`config.mk`:
```
export PLATFORM = sky130hd
export DESIGN_NAME = acfc_frame_ctrl
export DESIGN_NICKNAME = d
export VERILOG_FILES = /design/src/acfc_pkg.sv /design/src/acfc_sync_if.sv /design/src/acfc_frame_ctrl.sv /design/src/acfc_pin_sync.sv
export SDC_FILE = /design/constraint.sdc
export NUM_CORES = 1
export LEC_CHECK = 0
export ABC_CLOCK_PERIOD_IN_PS = 4620
export BUFFER_PORTS_ARGS = -buffer_cell sky130_fd_sc_hd__buf_2
export CORE_UTILIZATION = 40
export CTS_CLUSTER_DIAMETER = 120
export DETAILED_ROUTE_END_ITERATION = 16
export PLACE_DENSITY = 0.76
export SLEW_MARGIN = 20
export SYNTH_ARGS = -nofsm -noshare
export SYNTH_HDL_FRONTEND = slang
export SYNTH_HIERARCHICAL = 1
export SYNTH_SLANG_ARGS = --single-unit
```
`constraint.sdc`:
```
create_clock -name pclk -period 4.62 [get_ports pclk]
set_input_delay 0.231 -clock pclk [delete_from_list [all_inputs] [get_ports pclk]]
set_output_delay 0.231 -clock pclk [all_outputs]
set_load 0.05 [all_outputs]
```
`src/acfc_pkg.sv`:
```
// Purpose: shared constants and decoders for the converter frame control
// Assumes: APB word registers at four times their index
// Notes: frame clock arrives as a pin and is sampled on pclk
package acfc_pkg;

	localparam int unsigned ACFC_ADDR_W = 16;
	localparam int unsigned ACFC_RAM_AW = 10;

	// Register indices, byte address is four times the index
	localparam logic [13:0] ACFC_IDX_CONTROL = 14'h2000;
	localparam logic [13:0] ACFC_IDX_FRAMES = 14'h2001;
	localparam logic [13:0] ACFC_IDX_CHOPPER = 14'h2002;
	localparam logic [13:0] ACFC_IDX_STATUS = 14'h2003;

	// Control and chopper register fields
	localparam int unsigned ACFC_CTL_SEL_LO = 0;
	localparam int unsigned ACFC_CTL_SEL_HI = 1;
	localparam int unsigned ACFC_CTL_DEPTH_LSB = 2;
	localparam int unsigned ACFC_CTL_COUNT_LSB = 4;
	localparam int unsigned ACFC_CTL_ALT = 8;
	localparam int unsigned ACFC_CTL_BME = 9;
	localparam int unsigned ACFC_CHOP_MODE_LSB = 4;

	// Reset values
	localparam logic [9:0] ACFC_CONTROL_RST = 10'h070;
	localparam logic [5:0] ACFC_FRAMES_RST = 6'h02;
	localparam logic [7:0] ACFC_CHOPPER_RST = 8'h00;

	// Slot and signal limits
	localparam logic [3:0] ACFC_MAX_SLOTS = 4'hA;
	localparam logic [3:0] ACFC_SIG_LAST_MAIN = 4'h6;
	localparam logic [3:0] ACFC_SIG_TEMP = 4'hA;
	localparam logic [3:0] ACFC_SIG_BATT = 4'hB;
	localparam logic [5:0] ACFC_MIN_FRAMES = 6'h02;
	localparam int unsigned ACFC_RESULT_SHIFT = 8;

	typedef enum logic [1:0] {
		ACFC_CHOP_TOGGLE_ALT = 2'b00,
		ACFC_CHOP_POSITIVE = 2'b01,
		ACFC_CHOP_REVERSE = 2'b10,
		ACFC_CHOP_TOGGLE = 2'b11
	} acfc_chop_t;

	// Engine cycles per conversion
	function automatic logic [9:0] acfc_fir_cycles(input logic hi,
		input logic lo, input logic [1:0] depth);
		logic fast;
		fast = ~hi & lo;
		case (depth)
			2'h0: acfc_fir_cycles = fast ? 10'h0BA : 10'h08A;
			2'h1: acfc_fir_cycles = fast ? 10'h180 : 10'h120;
			default: acfc_fir_cycles = fast ? 10'h24C : 10'h180;
		endcase
	endfunction

	// Result width in bits
	function automatic logic [4:0] acfc_fir_bits(input logic hi,
		input logic lo, input logic [1:0] depth);
		logic fast;
		fast = ~hi & lo;
		case (depth)
			2'h0: acfc_fir_bits = fast ? 5'h13 : 5'h12;
			2'h1: acfc_fir_bits = fast ? 5'h16 : 5'h15;
			default: acfc_fir_bits = fast ? 5'h18 : 5'h16;
		endcase
	endfunction

endpackage

```
`src/acfc_sync_if.sv`:
```
// Purpose: carries synchronised pin events to the frame controller
// Assumes: single pclk domain
// Notes: src side drives, dst side reads
`timescale 1ns/1ps
`default_nettype none
interface acfc_sync_if;
	logic ck_rise;
	logic power_good;
	modport src (output ck_rise, output power_good);
	modport dst (input ck_rise, input power_good);
endinterface
`default_nettype wire

```
`src/acfc_frame_ctrl.sv`:
```
// Purpose: converter slot sequencing, result storage and chopper control
// Assumes: APB slave on pclk; slot table and converter outside
// Notes: one frame-clock tick is one pclk pulse from the pin sampler
// How it works
// - Conversion length and resolution follow clock selects and depth.
// - Conversions start only from the slot sequencer.
// - Results go to fixed words by signal number; temp 0x0A, battery 0x0B.
// - Results are LSB justified then shifted left eight bits.
// - Chopper mode field sits at bits 5:4 of register 0x2002.
// - After the last slot one extra frame-clock cycle is inserted.
// - Polarity is updated from the mode at start of that cycle.
// - Frame sync is high for the whole inserted cycle.
// - Frame sync rising edge launches the compute engine pass.
// - Positive mode holds polarity and chopper clock low.
// - Reverse mode also holds both low; static high awaits confirmation.
// - Mode 00 pulses the chopper clock every frame and forces last frame alternate.
// - Mode 00 skips the toggle before the forced alternate frame.
// - Frames per accumulation interval are always even.
// - Mode 11 forces no alternate frame and always toggles.
// - High polarity swaps the reference amplifier inputs.
// - Battery converts in alternate frames only while enabled.
// - Battery result lands in word 0x0B in each alternate frame while enabled.
// - Without main power the battery enable reads as zero.
// - Alternate request edge gives exactly one alternate frame.
// - Each slot lasts one to three frame-clock cycles.
// - A frame runs from its first slot through the slot count.
`timescale 1ns/1ps
`default_nettype none
module acfc_frame_ctrl
	import acfc_pkg::*;
(
	input wire logic pclk,
	input wire logic presetn,
	input wire logic psel,
	input wire logic penable,
	input wire logic pwrite,
	input wire logic [ACFC_ADDR_W-1:0] paddr,
	input wire logic [31:0] pwdata,
	output logic [31:0] prdata,
	output logic pready,
	output logic pslverr,
	input wire logic frame_clock,
	input wire logic power_good_pin,
	input wire logic [3:0] slot_signal,
	input wire logic conv_done,
	input wire logic [23:0] conv_data,
	output logic conv_start,
	output logic [9:0] conv_cycles,
	output logic [4:0] conv_bits,
	output logic [3:0] slot_index,
	output logic alt_frame,
	output logic ram_we,
	output logic [ACFC_RAM_AW-1:0] ram_addr,
	output logic [31:0] ram_wdata,
	output logic frame_sync,
	output logic chopper_polarity,
	output logic chopper_clock,
	output logic amp_input_swap,
	output logic battery_measure_enable
);
	typedef enum logic [1:0] {
		ACFC_ST_WAIT,
		ACFC_ST_SLOT,
		ACFC_ST_SETTLE
	} acfc_state_t;

	acfc_sync_if sync_if ();

	acfc_pin_sync u_pin_sync (
		.pclk(pclk),
		.presetn(presetn),
		.frame_clock(frame_clock),
		.power_good_pin(power_good_pin),
		.sync(sync_if.src)
	);

	logic [9:0] ctl_q;
	logic [5:0] frames_q;
	logic [7:0] chop_q;
	logic [31:0] prdata_q;
	logic pready_q;
	logic pslverr_q;
	logic alt_prev_q;
	logic alt_pend_q;
	acfc_state_t state_q;
	logic [3:0] slot_q;
	logic [1:0] cyc_q;
	logic [5:0] frame_idx_q;
	logic alt_frame_q;
	logic conv_start_q;
	logic [9:0] conv_cycles_q;
	logic [4:0] conv_bits_q;
	logic frame_sync_q;
	logic polarity_q;
	logic chopper_clock_q;
	logic swap_q;
	logic bme_q;
	logic ram_we_q;
	logic [ACFC_RAM_AW-1:0] ram_addr_q;
	logic [31:0] ram_wdata_q;

	// Bus decode
	wire [13:0] idx = paddr[ACFC_ADDR_W-1:2];
	wire hit_ctl = (idx == ACFC_IDX_CONTROL);
	wire hit_frm = (idx == ACFC_IDX_FRAMES);
	wire hit_chp = (idx == ACFC_IDX_CHOPPER);
	wire hit_sts = (idx == ACFC_IDX_STATUS);
	wire hit_any = hit_ctl | hit_frm | hit_chp | hit_sts;
	wire setup = psel & ~penable;
	wire wr_en = psel & penable & pready_q & pwrite & ~pslverr_q;

	// Field views
	wire sel_lo = ctl_q[ACFC_CTL_SEL_LO];
	wire sel_hi = ctl_q[ACFC_CTL_SEL_HI];
	wire [1:0] depth = ctl_q[ACFC_CTL_DEPTH_LSB +: 2];
	wire [3:0] count_raw = ctl_q[ACFC_CTL_COUNT_LSB +: 4];
	wire alt_req = ctl_q[ACFC_CTL_ALT];
	wire acfc_chop_t mode = acfc_chop_t'(chop_q[ACFC_CHOP_MODE_LSB +: 2]);

	// Modes that run the chopper clock
	function automatic logic acfc_chop_toggles(input acfc_chop_t m);
		case (m)
			ACFC_CHOP_TOGGLE_ALT: acfc_chop_toggles = 1'b1;
			ACFC_CHOP_TOGGLE: acfc_chop_toggles = 1'b1;
			default: acfc_chop_toggles = 1'b0;
		endcase
	endfunction

	// Effective battery enable
	wire bme_eff = ctl_q[ACFC_CTL_BME] & sync_if.power_good;

	// Slot and frame limits
	wire [1:0] slot_last_cyc = (depth == 2'h0) ? 2'h0 :
		(depth == 2'h1) ? 2'h1 : 2'h2;
	wire [3:0] slot_count = (count_raw == 4'h0) ? 4'h1 :
		(count_raw > ACFC_MAX_SLOTS) ? ACFC_MAX_SLOTS : count_raw;
	wire [5:0] frames_even = (frames_q[5:1] == 5'h00) ? ACFC_MIN_FRAMES :
		{frames_q[5:1], 1'b0};
	wire [5:0] frames_last = frames_even - 6'h01;
	wire [5:0] upcoming = (frame_idx_q >= frames_last) ? 6'h00 :
		frame_idx_q + 6'h01;
	wire next_is_last = (upcoming == frames_last);

	// Forced alternate frame in toggle-with-alternate mode
	wire force_alt = (mode == ACFC_CHOP_TOGGLE_ALT) & next_is_last;
	// mode 11 never forces, so force_alt stays low there

	// Polarity at the settling cycle
	wire skip_toggle = (mode == ACFC_CHOP_TOGGLE_ALT) & next_is_last;
	wire pol_next = ((mode == ACFC_CHOP_POSITIVE) |
		(mode == ACFC_CHOP_REVERSE)) ? 1'b0 :
		(skip_toggle ? polarity_q : ~polarity_q);
	wire toggling = acfc_chop_toggles(mode);

	// Sequencer events
	wire tick = sync_if.ck_rise;
	wire frame_start = tick & (state_q != ACFC_ST_SLOT);
	wire slot_end = tick & (state_q == ACFC_ST_SLOT) &
		(cyc_q == slot_last_cyc);
	// Ends the frame even if the count shrank mid-frame
	wire frame_end = slot_end & (slot_q >= slot_count - 4'h1);
	wire slot_next = slot_end & ~frame_end;
	wire alt_rise = alt_req & ~alt_prev_q;

	// Result placement
	wire [23:0] res_mask = 24'hFFFFFF >> (5'h18 - conv_bits_q);
	wire [31:0] res_word = {conv_data & res_mask, 8'h00};
	wire sig_main = (slot_signal <= ACFC_SIG_LAST_MAIN);
	wire sig_temp = (slot_signal == ACFC_SIG_TEMP);
	wire sig_batt = (slot_signal == ACFC_SIG_BATT);
	wire batt_ok = sig_batt & alt_frame_q & bme_q;
	wire store = conv_done & (sig_main | sig_temp | batt_ok);

	// Read data
	wire [31:0] status_word = {22'h000000, sync_if.power_good, alt_pend_q,
		frame_sync_q, alt_frame_q, polarity_q, bme_q, slot_q};
	wire [31:0] rd_word = hit_ctl ? {22'h000000, ctl_q} :
		hit_frm ? {26'h0000000, frames_q} :
		hit_chp ? {24'h000000, chop_q} :
		hit_sts ? status_word : 32'h00000000;

	// APB slave, answers in the cycle after setup
	always_ff @(posedge pclk or negedge presetn) begin
		if (!presetn) begin
			pready_q <= 1'b0;
			pslverr_q <= 1'b0;
			prdata_q <= 32'h00000000;
		end else begin
			pready_q <= setup;
			pslverr_q <= setup & ~hit_any;
			if (setup) begin
				prdata_q <= rd_word;
			end
		end
	end

	// Software registers
	always_ff @(posedge pclk or negedge presetn) begin
		if (!presetn) begin
			ctl_q <= ACFC_CONTROL_RST;
			frames_q <= ACFC_FRAMES_RST;
			chop_q <= ACFC_CHOPPER_RST;
		end else if (wr_en) begin
			if (hit_ctl) begin
				ctl_q <= pwdata[9:0];
			end
			if (hit_frm) begin
				frames_q <= pwdata[5:0];
			end
			if (hit_chp) begin
				chop_q <= pwdata[7:0];
			end
		end
	end

	// Alternate request edge, pending until a frame takes it
	always_ff @(posedge pclk or negedge presetn) begin
		if (!presetn) begin
			alt_prev_q <= 1'b0;
			alt_pend_q <= 1'b0;
		end else begin
			alt_prev_q <= alt_req;
			if (alt_rise) begin
				alt_pend_q <= 1'b1;
			end else if (frame_start) begin
				alt_pend_q <= 1'b0;
			end
		end
	end

	// Frame and slot state machine
	always_ff @(posedge pclk or negedge presetn) begin
		if (!presetn) begin
			state_q <= ACFC_ST_WAIT;
			slot_q <= 4'h0;
			cyc_q <= 2'h0;
			frame_idx_q <= 6'h00;
			alt_frame_q <= 1'b0;
		end else begin
			case (state_q)
				ACFC_ST_WAIT, ACFC_ST_SETTLE: begin
					if (tick) begin
						state_q <= ACFC_ST_SLOT;
						slot_q <= 4'h0;
						cyc_q <= 2'h0;
						frame_idx_q <= upcoming;
						alt_frame_q <= alt_pend_q | force_alt;
					end
				end
				ACFC_ST_SLOT: begin
					if (frame_end) begin
						state_q <= ACFC_ST_SETTLE;
					end else if (slot_next) begin
						slot_q <= slot_q + 4'h1;
						cyc_q <= 2'h0;
					end else if (tick) begin
						cyc_q <= cyc_q + 2'h1;
					end
				end
				default: begin
					state_q <= ACFC_ST_WAIT;
				end
			endcase
		end
	end

	// Conversion launch and setup
	always_ff @(posedge pclk or negedge presetn) begin
		if (!presetn) begin
			conv_start_q <= 1'b0;
			conv_cycles_q <= 10'h000;
			conv_bits_q <= 5'h00;
		end else begin
			conv_start_q <= frame_start | slot_next;
			if (frame_start | slot_next) begin
				conv_cycles_q <= acfc_fir_cycles(sel_hi, sel_lo, depth);
				conv_bits_q <= acfc_fir_bits(sel_hi, sel_lo, depth);
			end
		end
	end

	// Settling cycle: sync pulse and chopper update
	always_ff @(posedge pclk or negedge presetn) begin
		if (!presetn) begin
			frame_sync_q <= 1'b0;
			polarity_q <= 1'b0;
			chopper_clock_q <= 1'b0;
			swap_q <= 1'b0;
		end else begin
			if (frame_end) begin
				frame_sync_q <= 1'b1;
				polarity_q <= pol_next;
				swap_q <= pol_next;
				chopper_clock_q <= toggling;
			end else if (frame_start) begin
				frame_sync_q <= 1'b0;
				chopper_clock_q <= 1'b0;
			end else if (!toggling) begin
				polarity_q <= 1'b0;
				swap_q <= 1'b0;
				chopper_clock_q <= 1'b0;
			end
		end
	end

	// Result store into the shared data RAM
	always_ff @(posedge pclk or negedge presetn) begin
		if (!presetn) begin
			ram_we_q <= 1'b0;
			ram_addr_q <= '0;
			ram_wdata_q <= 32'h00000000;
			bme_q <= 1'b0;
		end else begin
			bme_q <= bme_eff;
			ram_we_q <= store;
			if (store) begin
				ram_addr_q <= {6'h00, slot_signal};
				ram_wdata_q <= res_word;
			end
		end
	end

	assign prdata = prdata_q;
	assign pready = pready_q;
	assign pslverr = pslverr_q;
	assign conv_start = conv_start_q;
	assign conv_cycles = conv_cycles_q;
	assign conv_bits = conv_bits_q;
	assign slot_index = slot_q;
	assign alt_frame = alt_frame_q;
	assign ram_we = ram_we_q;
	assign ram_addr = ram_addr_q;
	assign ram_wdata = ram_wdata_q;
	assign frame_sync = frame_sync_q;
	assign chopper_polarity = polarity_q;
	assign chopper_clock = chopper_clock_q;
	assign amp_input_swap = swap_q;
	assign battery_measure_enable = bme_q;
endmodule
`default_nettype wire

```
`src/acfc_pin_sync.sv`:
```
// Purpose: two-stage sampling of frame clock and power-good pins
// Assumes: frame clock far slower than pclk
// Notes: edge detect reads only the second stage onward
`timescale 1ns/1ps
`default_nettype none
module acfc_pin_sync (
	input wire logic pclk,
	input wire logic presetn,
	input wire logic frame_clock,
	input wire logic power_good_pin,
	acfc_sync_if.src sync
);
	logic [2:0] ck_q;
	logic [1:0] pg_q;
	logic rise_q;

	always_ff @(posedge pclk or negedge presetn) begin
		if (!presetn) begin
			ck_q <= 3'h0;
			pg_q <= 2'h0;
			rise_q <= 1'b0;
		end else begin
			ck_q <= {ck_q[1:0], frame_clock};
			pg_q <= {pg_q[0], power_good_pin};
			rise_q <= ck_q[1] & ~ck_q[2];
		end
	end

	assign sync.ck_rise = rise_q;
	assign sync.power_good = pg_q[1];
endmodule
`default_nettype wire

```
=== Yosys cells after proc, flatten, opt, wreduce, memory -nomap -nowiden ===
Index checks and enable logic that the tools add are counted.
Widths: inputs -> output; s select.

* Add/sub/neg operators: 6
* Reduce and logical (&&, ||, !) cells: 18
* Shifts and indexed selects: 1
* Eq/ne operators: 24
* Magnitude comparators: 4
* Bitwise operators: 36
* Muxes and demuxes: 41

{| class="wikitable"
|+ Operator list
! cell !! count
|-
| $eq 14x14->1 const B || 4
|-
| $mux 10 || 5
|-
| $and 24x24->24 || 1
|-
| $mux 4 || 6
|-
| $shr 24x5->24 const A || 1
|-
| $pmux 10 s2 || 1
|-
| $and 1x1->1 || 19
|-
| $mux 2 || 9
|-
| $mux 6 || 3
|-
| $pmux 4 s2 || 2
|-
| $mux 1 || 12
|-
| $reduce_and 2->1 || 5
|-
| $eq 4x4->1 const B || 2
|-
| $mux 8 || 1
|-
| $ne 2x1->1 const B || 4
|-
| $not 1->1 || 8
|-
| $or 1x1->1 || 8
|-
| $pmux 2 s2 || 2
|-
| $reduce_and 4->1 || 2
|-
| $add 6x1->6 const B || 1
|-
| $eq 2x1->1 const B || 3
|-
| $eq 2x2->1 const B || 3
|-
| $eq 6x6->1 || 1
|-
| $ge 6x6->1 || 1
|-
| 18 further kinds || 26
|}

* Bits in registers: 130
* Output and inout bits: 103

=== Logic depth before layout (Yosys ltp) ===
Gate-level depths: netlist of run 1.

* Depth after elaboration: 11
* Mapped depth: 13

=== Cells and area by module ===
Netlist of run 1, hierarchy kept.

{| class="wikitable"
|+ Modules (own cells, without submodules)
! module !! instances !! cells each !! area an instance (um^2) !! seq. area each (um^2)
|-
| acfc_frame_ctrl || 1 || 516 || 5,149.9 || 2,382.3
|-
| acfc_pin_sync || 1 || 7 || 163.9 || 150.1
|}

=== Least setup slack after synthesis of run 1 ===
OpenSTA, ideal clock, no wires.

* Path type: reg2reg
* Start point: register frames_q[3]
* End point: register swap_q, in the netlist amp_input_swap
* Clock period less this slack: 2,802 ps
* Required time: 4,495 ps
* Cell stages (with the launch flop): 14
* Arrival: 2,677 ps
* Slack: 1,818 ps
* Buffers on the path: 1
* Library setup time: 125 ps
* Path through: dfrtp_1 -> buf_6 -> nor4_1 -> nor2_1 -> ha_1 -> xor2_1 -> inv_1 -> ha_1 -> a21oi_1 -> o21a_1 -> o21ai_1 -> nor4b_2 -> o22a_1 -> mux2_4

* Cells in the longest elaborated chain, start to end: 9

{| class="wikitable"
|+ RTL lines
! what !! line !! text
|-
| start: declaration || acfc_frame_ctrl.sv:78 || <nowiki>logic [5:0] frames_q;</nowiki>
|-
| start signal: assignment || acfc_frame_ctrl.sv:208 || <nowiki>frames_q <= pwdata[5:0];</nowiki>
|-
| $logic_not 5->1 || acfc_frame_ctrl.sv:137 || <nowiki>wire [5:0] frames_even = (frames_q[5:1] == 5'h00) ? ACFC_MIN_FRAMES :</nowiki>
|-
| $mux 6 (*) || acfc_frame_ctrl.sv:137 ||
|-
| $sub 6x1->6 (*) || acfc_frame_ctrl.sv:139 || <nowiki>wire [5:0] frames_last = frames_even - 6'h01;</nowiki>
|-
| $ge 6x6->1 || acfc_frame_ctrl.sv:140 || <nowiki>wire [5:0] upcoming = (frame_idx_q >= frames_last) ? 6'h00 :</nowiki>
|-
| $mux 6 || acfc_frame_ctrl.sv:140 ||
|-
| $eq 6x6->1 (*) || acfc_frame_ctrl.sv:142 || <nowiki>wire next_is_last = (upcoming == frames_last);</nowiki>
|-
| $and 1x1->1 (*) || acfc_frame_ctrl.sv:149 || <nowiki>wire skip_toggle = (mode == ACFC_CHOP_TOGGLE_ALT) & next_is_last;</nowiki>
|-
| $ne 3x2->1 (no line) (*) || n/a ||
|-
| $reduce_and 3->1 (no line) (*) || n/a ||
|-
| end signal: assignment || acfc_frame_ctrl.sv:293 || <nowiki>swap_q <= pol_next;</nowiki>
|-
| end: declaration || acfc_frame_ctrl.sv:96 || <nowiki>logic swap_q;</nowiki>
|}

Every way passes the cells marked *; elsewhere a longest branch is shown, timed or not.
A chain may end at the register's enable or synchronous reset.

=== Final worst setup path of run 1 ===
* Start point: register frames_q[5]
* End point: register swap_q, in the netlist amp_input_swap

Same word-level chain as after synthesis.

==> impl_metrics.json, run 1 <==
{
  "fin_ws_ns": 1.438,
  "seq_power_share": 0.378,
  "vias": 4134,
  "crit_type": "reg -> reg",
  "antenna_left": 0,
  "swShare": 0.3915,
  "setup_viol": 0,
  "whs_ns": -0.02526,
  "finalCriticalPeriod_ns": 3.182,
  "cts_resized": 0,
  "finalMaxSlewViolations": 0,
  "async_flop_share": 1.000,
  "fin_nets": 742,
  "area_delta_synth_final_pct": 17.87,
  "endpoint_kind": "register",
  "grt_pass1_wl_um": 18330,
  "gr-total-overflow": 0,
  "maxSlewHeadroom": 0.4568,
  "status": "complete, but fails checks",
  "reg2regPathDepth": 12,
  "hold_class": "in -> async",
  "utilization": 0.4904,
  "p_int_mw": 1.745,
  "seq_area_frac_synth": 0.4766,
  "syn_area_per_cell_sq_um": 10.16,
  "grt_antenna_before_repair": 0,
  "initial_core_util": 0.4160,
  "combPwrFrac": 0.330,
  "synth_edf_count": 0,
  "rrSetupSlack_ns": 1.44,
  "final_common_cell": "buf_2",
  "violations": "hold timing",
  "grt_max_degree": 64,
  "finalInstanceArea_sq_mm": 0.006264,
  "clockRootBuffer": "clkbuf_16",
  "dieArea_sq_mm": 0.01375,
  "vias_per_cell": 5.060,
  "finClkSkew_ns": 0.007721,
  "cts_max_level": 3,
  "yosys.cell_types.count": 57,
  "place_area_sq_mm": 0.005909,
  "worst-path-max-fanout": 7,
  "tightestPinTransition_ns": 0.8093,
  "post-route-drc-count": 0,
  "crit_required_ns": 4.85,
  "clock-sinks": 101,
  "p_leak_nw": 3.157,
  "tns_ns": 0,
  "initialDrtViolationCount": 253,
  "grt_pass1_vias": 3734,
  "clk_latency_ns": 0.34,
  "layout-drive-gt1-share": 0.2899,
  "synth-seq-cells": 101,
  "antenna_cells": 0,
  "reg2reg_to": "amp_input_swap",
  "placeableCoreArea_sq_mm": 0.01277,
  "syn_inst": 523,
  "hpwlAfterDp_um": 9163,
  "drtPass1Iterations": 5,
  "postCtsSetupBuffers": 0,
  "start_kind": "register",
  "num_rows": 41,
  "path_clk_slew_ns": 0.07,
  "cp_data_arrival_time_ns": 3.42,
  "boundaryPins": 187,
  "hold_buffers": 2,
  "place_ws_ns": 1.451,
  "netSwitchingPower_mw": 1.123,
  "cts_buffer_depth": 2,
  "wirelength_um": 12010,
  "cts_made_buffers": 9,
  "yosys_warnings": 6,
  "maxCapViolations": 0,
  "rsz0062_at_grt": "false",
  "clkPwrFrac": 0.292,
  "ir_worst_vdd_mv": 0.2222,
  "io_buffers": 125,
  "place.gp.congestion": 0.8733,
  "power_density_mw_per_mm2": 458.0,
  "grt_usage": 0.1751,
  "die_w_um": 117.3,
  "chipHeight_um": 117.3,
  "hold_viol": 29,
  "fmax_mhz": 314.3,
  "ys.flop_type": "dfrtp_1",
  "timing.rr.start": "frames_q[5]",
  "mostFrequentLayoutCells": "buf_2 (124), dfrtp_1 (97), nand2_1 (80), o21ai_0 (49), conb_1 (37)",
  "cts_tree": "yes",
  "synth_area_sq_mm": 0.005314,
  "period_share": 0.6887,
  "routedWlPerCell_um": 14.70
}
## cells in the mapped netlist (5+ instances only)
cell | n | area (sq um)
dfrtp_1 | 97 | 2427
mux2_2 | 23 | 259.0
nor2_1 | 25 | 93.84
nand3_1 | 14 | 70.07
xnor2_1 | 10 | 87.58
o21ai_0 | 49 | 245.2
a21oi_1 | 14 | 70.07
buf_4 | 44 | 330.3
nor3_1 | 7 | 35.03
a32o_1 | 5 | 50.05
ha_1 | 18 | 225.2
nand2b_1 | 9 | 56.30
o21ai_1 | 9 | 45.04
xor2_1 | 7 | 61.31
nand2_1 | 80 | 300.3
mux4_2 | 5 | 112.6
inv_1 | 21 | 78.83
or2_2 | 5 | 31.28
clkbuf_1 | 11 | 41.29
## flip-flops by register name, indices dropped and copies added (netlist names), 2 cells and up
register	cells
state_q	2
u_pin_sync/pg_q	2
conv_cycles	3
ram_wdata	24
conv_bits	5
slot_index	4
cyc_q	2
frame_idx_q	6
prdata	10
ctl_q	10
chop_q	8
u_pin_sync/ck_q	3
ram_addr	4
frames_q	6
## worst max path at each step
stage                                 to   startpoint  depth (start not counted)
after floorplan           amp_input_swap  frames_q[3]                         13
after global placement    amp_input_swap  frames_q[5]                         12
after detailed placement  amp_input_swap  frames_q[5]                         12
after CTS                 amp_input_swap  frames_q[5]                         12
after global routing      amp_input_swap  frames_q[3]                         12
final                     amp_input_swap  frames_q[5]                         12
## worst max-delay path: stages (launching register included)
cell	delay, ns
dfrtp_1	0.45
nor4_1	0.30
nor2_1	0.13
ha_1	0.25
xor2_1	0.25
inv_1	0.09
ha_1	0.29
a21oi_1	0.12
o21a_1	0.16
o21ai_1	0.18
nor4b_2	0.37
o22a_1	0.20
mux2_4	0.29
## cells by family (layout without fill, tap and decap cells)
group | after synthesis | count (layout) | synth area share
DFF | 101 | 101 | 0.4766
xor gates and xnor gates | 19 | 19 | 0.03532
other | 1 | 37 | 0.0007057
AOI/OAI and AO/OA | 102 | 102 | 0.1156
buffers and inverters | 80 | 166 | 0.08971
adders and majority gates | 18 | 18 | 0.04238
muxes | 35 | 35 | 0.08736
and+or+nand+nor | 167 | 167 | 0.1523
## power by group through the flow
stage	Clock [mW]	Combinational, mW	Sequential (mW)
6_report	0.838	0.947	1.08
5_1_grt	0.890	1.03	1.10
4_1_cts	0.854	0.951	1.08
3_5_place_dp	0	0.948	1.10
3_3_place_gp	0	0.937	1.09
2_1_floorplan	0	0.458	1.37
## per-stage QoR
step	power [mW]	std cells
6_report	2.869	817
5_1_grt	3.023	817
4_1_cts	2.889	817
3_5_place_dp	2.047	799
3_3_place_gp	2.031	799
2_1_floorplan	1.833	559
## metal layers
metal / part of all wire / global-route usage / up-vias
li1: - / - / 1979
met1: 0.42 / 0.2161 / 1986
met2: 0.49 / 0.2910 / 152
met3: 0.073 / 0.04428 / 17
met4: 0.018 / 0.07511 / 0
met5: 0 / 0 / -
## final cells by class
cell class / instances / area, sq um
timing repair buffer: 129 / 663.1
tap: 172 / 215.2
clock inverter: 5 / 81.33
sequential: 101 / 2532
fill: 1159 / 6510
clock buffer: 11 / 252.7
inverter: 21 / 78.83
multi-input combinational: 378 / 2440
Power figures use the tool's default switching activity.
==> run 2: changes to the inputs <==
--- a/config.mk
+++ b/config.mk
@@ -5,7 +5,7 @@
 export SDC_FILE = /design/constraint.sdc
 export NUM_CORES = 1
 export LEC_CHECK = 0
-export ABC_CLOCK_PERIOD_IN_PS = 4620
+export ABC_CLOCK_PERIOD_IN_PS = 3300
 export BUFFER_PORTS_ARGS = -buffer_cell sky130_fd_sc_hd__buf_2
 export CORE_UTILIZATION = 40
 export CTS_CLUSTER_DIAMETER = 120
==> constraint.sdc (replaced) <==
create_clock -name pclk -period 3.3 [get_ports pclk]
set_input_delay 0.165 -clock pclk [delete_from_list [all_inputs] [get_ports pclk]]
set_output_delay 0.165 -clock pclk [all_outputs]
set_load 0.05 [all_outputs]
==> run 2 against run 1 <==
Compared with the run above: clock skew fell by 0.00088 ns; power is 36% higher; first-iteration DRC count is 12% lower; hold slack improved by 0.073 ns; maximum frequency up 2.0%; the run now ends clean; sequential power up 41%; register-to-register slack got worse by 1.3 ns; non-clock buffer count grew 6; highest routed layer unchanged.
==> impl_metrics.json, run 2 (synthesis results as in run 1) <==
{
  "status": "finished, final reports clean",
  "place.gp.congestion": 0.8508,
  "layout-drive-gt1-share": 0.2934,
  "path_clk_slew_ns": 0.07,
  "fin_nets": 748,
  "tns_ns": 0,
  "initial_core_util": 0.4160,
  "area_delta_synth_final_pct": 17.92,
  "final_common_cell": "buf_2",
  "antenna_cells": 0,
  "mostFrequentLayoutCells": "buf_2 (124), dfrtp_1 (97), nand2_1 (80), o21ai_0 (49), conb_1 (37)",
  "finClkSkew_ns": 0.006838,
  "boundaryPins": 187,
  "place_area_sq_mm": 0.005947,
  "endpoint_kind": "register",
  "gr-total-overflow": 0,
  "post-route-drc-count": 0,
  "hold_class": "in -> reg",
  "clk_latency_ns": 0.35,
  "hpwlAfterDp_um": 9475,
  "reg2regPathDepth": 12,
  "tightestPinTransition_ns": 0.9322,
  "largest_reg_flops": 24,
  "setup_viol": 0,
  "worst-path-max-fanout": 7,
  "whs_ns": 0.04763,
  "placeableCoreArea_sq_mm": 0.01277,
  "finalInstanceArea_sq_mm": 0.006266,
  "period_share": 0.9456,
  "total_power_mw": 3.888,
  "antenna_left": 0,
  "routedWlPerCell_um": 15.17,
  "initialDrtViolationCount": 223,
  "num_rows": 41,
  "hold_viol": 0,
  "min_delay_path_depth": 3,
  "finalMaxSlewViolations": 0,
  "maxCapViolations": 0,
  "start_kind": "register",
  "cts_buffer_depth": 2,
  "vias_per_cell": 5.043,
  "rsz0062_at_grt": "false",
  "crit_required_ns": 3.54,
  "drtPass1Iterations": 5,
  "cp_data_arrival_time_ns": 3.36,
  "grt_pass1_wl_um": 19020,
  "p_leak_nw": 3.169,
  "fmax_mhz": 320.5,
  "die_w_um": 117.3,
  "ir_worst_vdd_mv": 0.3367,
  "postCtsSetupBuffers": 0,
  "vias": 4150,
  "nFillCells": 1189,
  "grt_antenna_before_repair": 0,
  "chipHeight_um": 117.3,
  "grt_max_degree": 76,
  "finalCriticalPeriod_ns": 3.120,
  "cts_max_level": 3,
  "grt_usage": 0.1825,
  "io_buffers": 125,
  "grt_pass1_vias": 3853,
  "wirelength_um": 12490,
  "maxSlewHeadroom": 0.3785,
  "crit_type": "reg -> reg",
  "cts_tree": "yes",
  "dieArea_sq_mm": 0.01375,
  "cts_made_buffers": 9,
  "clock-sinks": 101,
  "power_density_mw_per_mm2": 620.5,
  "clockRootBuffer": "clkbuf_16"
}
==> run 2: cell types whose count changed in the layout (fill, tap and decap cells not counted) <==
cell	previous run	this run
clkbuf_8	2	3
clkbuf_1	0	1
clkinv_4	0	1
dlygate4sd3_1	2	3
clkinvlp_4	1	0
clkinv_2	1	2
bufinv_16	2	0
inv_6	1	0
buf_4	3	8
==> run 2: critical path, cell delays in order (launching register included) <==
cell and delay [ns]:
dfrtp_1 0.44, nor4_1 0.32, nor2_1 0.14, ha_1 0.25, xor2_1 0.25, inv_1 0.08, ha_1 0.30, nand2_1 0.05
o21a_1 0.17, o21ai_1 0.38, nor4b_2 0.11, o22a_1 0.23, mux2_4 0.30
==> run 2: per-layer routing <==
layer  part of all wire  up-vias  routed length, um  GRT usage
met5                  0        -                  0          0
met4              0.013        0                163    0.07342
met3              0.057       17                708    0.02987
met2               0.50      144               6206     0.3165
met1               0.43     2002               5408     0.2264
li1                   -     1987                  -          -
==> run 2: area by class of cell <==
| type | instances | area, sq um | area share |
|---|---|---|---|
| timing repair buffer | 135 | 710.7 | 0.1134 |
| multi-input combinational | 378 | 2440 | 0.3894 |
| tap | 172 | 215.2 | 0.03434 |
| clock inverter | 3 | 18.77 | 0.002995 |
| clock buffer | 13 | 270.3 | 0.04313 |
| sequential | 101 | 2532 | 0.4042 |
| inverter | 21 | 78.83 | 0.01258 |
==> run 2: what timing repair did <==
item | 4_1_cts | 5_1_grt
endpoints found under the setup margin | 0 | 1
endpoints found under the hold margin | 8 | 0
hold buffers | 3 | 0
resized for setup | 0 | 0
==> run 2: power breakdown <==
group	leakage (nW)	internal (mW)	total (mW)	switching [mW]
logic	1.71	0.356	1.34	0.983
registers	1.31	1.39	1.52	0.133
clock network	0.146	0.573	1.03	0.457
==> run 2: stage by stage <==
step,cells,worst slack (ns),util
after global routing,823,0.004449,0.4905
after detailed placement,804,0.1655,0.4656
after floorplan,559,0.4978,-
after CTS,823,0.1084,0.4905
final,823,0.1796,0.4905
after global placement,804,0.2333,0.4656
==> run 2: path summary, 6_finish.rpt <==
path	start	end	slack, ns
max	frames_q[5]	amp_input_swap	0.18
min	slot_signal[3]	ram_addr[3]	0.05
max reg2reg	frames_q[5]	amp_input_swap	0.18
min reg2reg	u_pin_sync/ck_q[0]	u_pin_sync/ck_q[1]	0.35
max in group asynchronous	presetn	ram_wdata[17]	1.86
min in group asynchronous	presetn	ram_wdata[24]	0.53
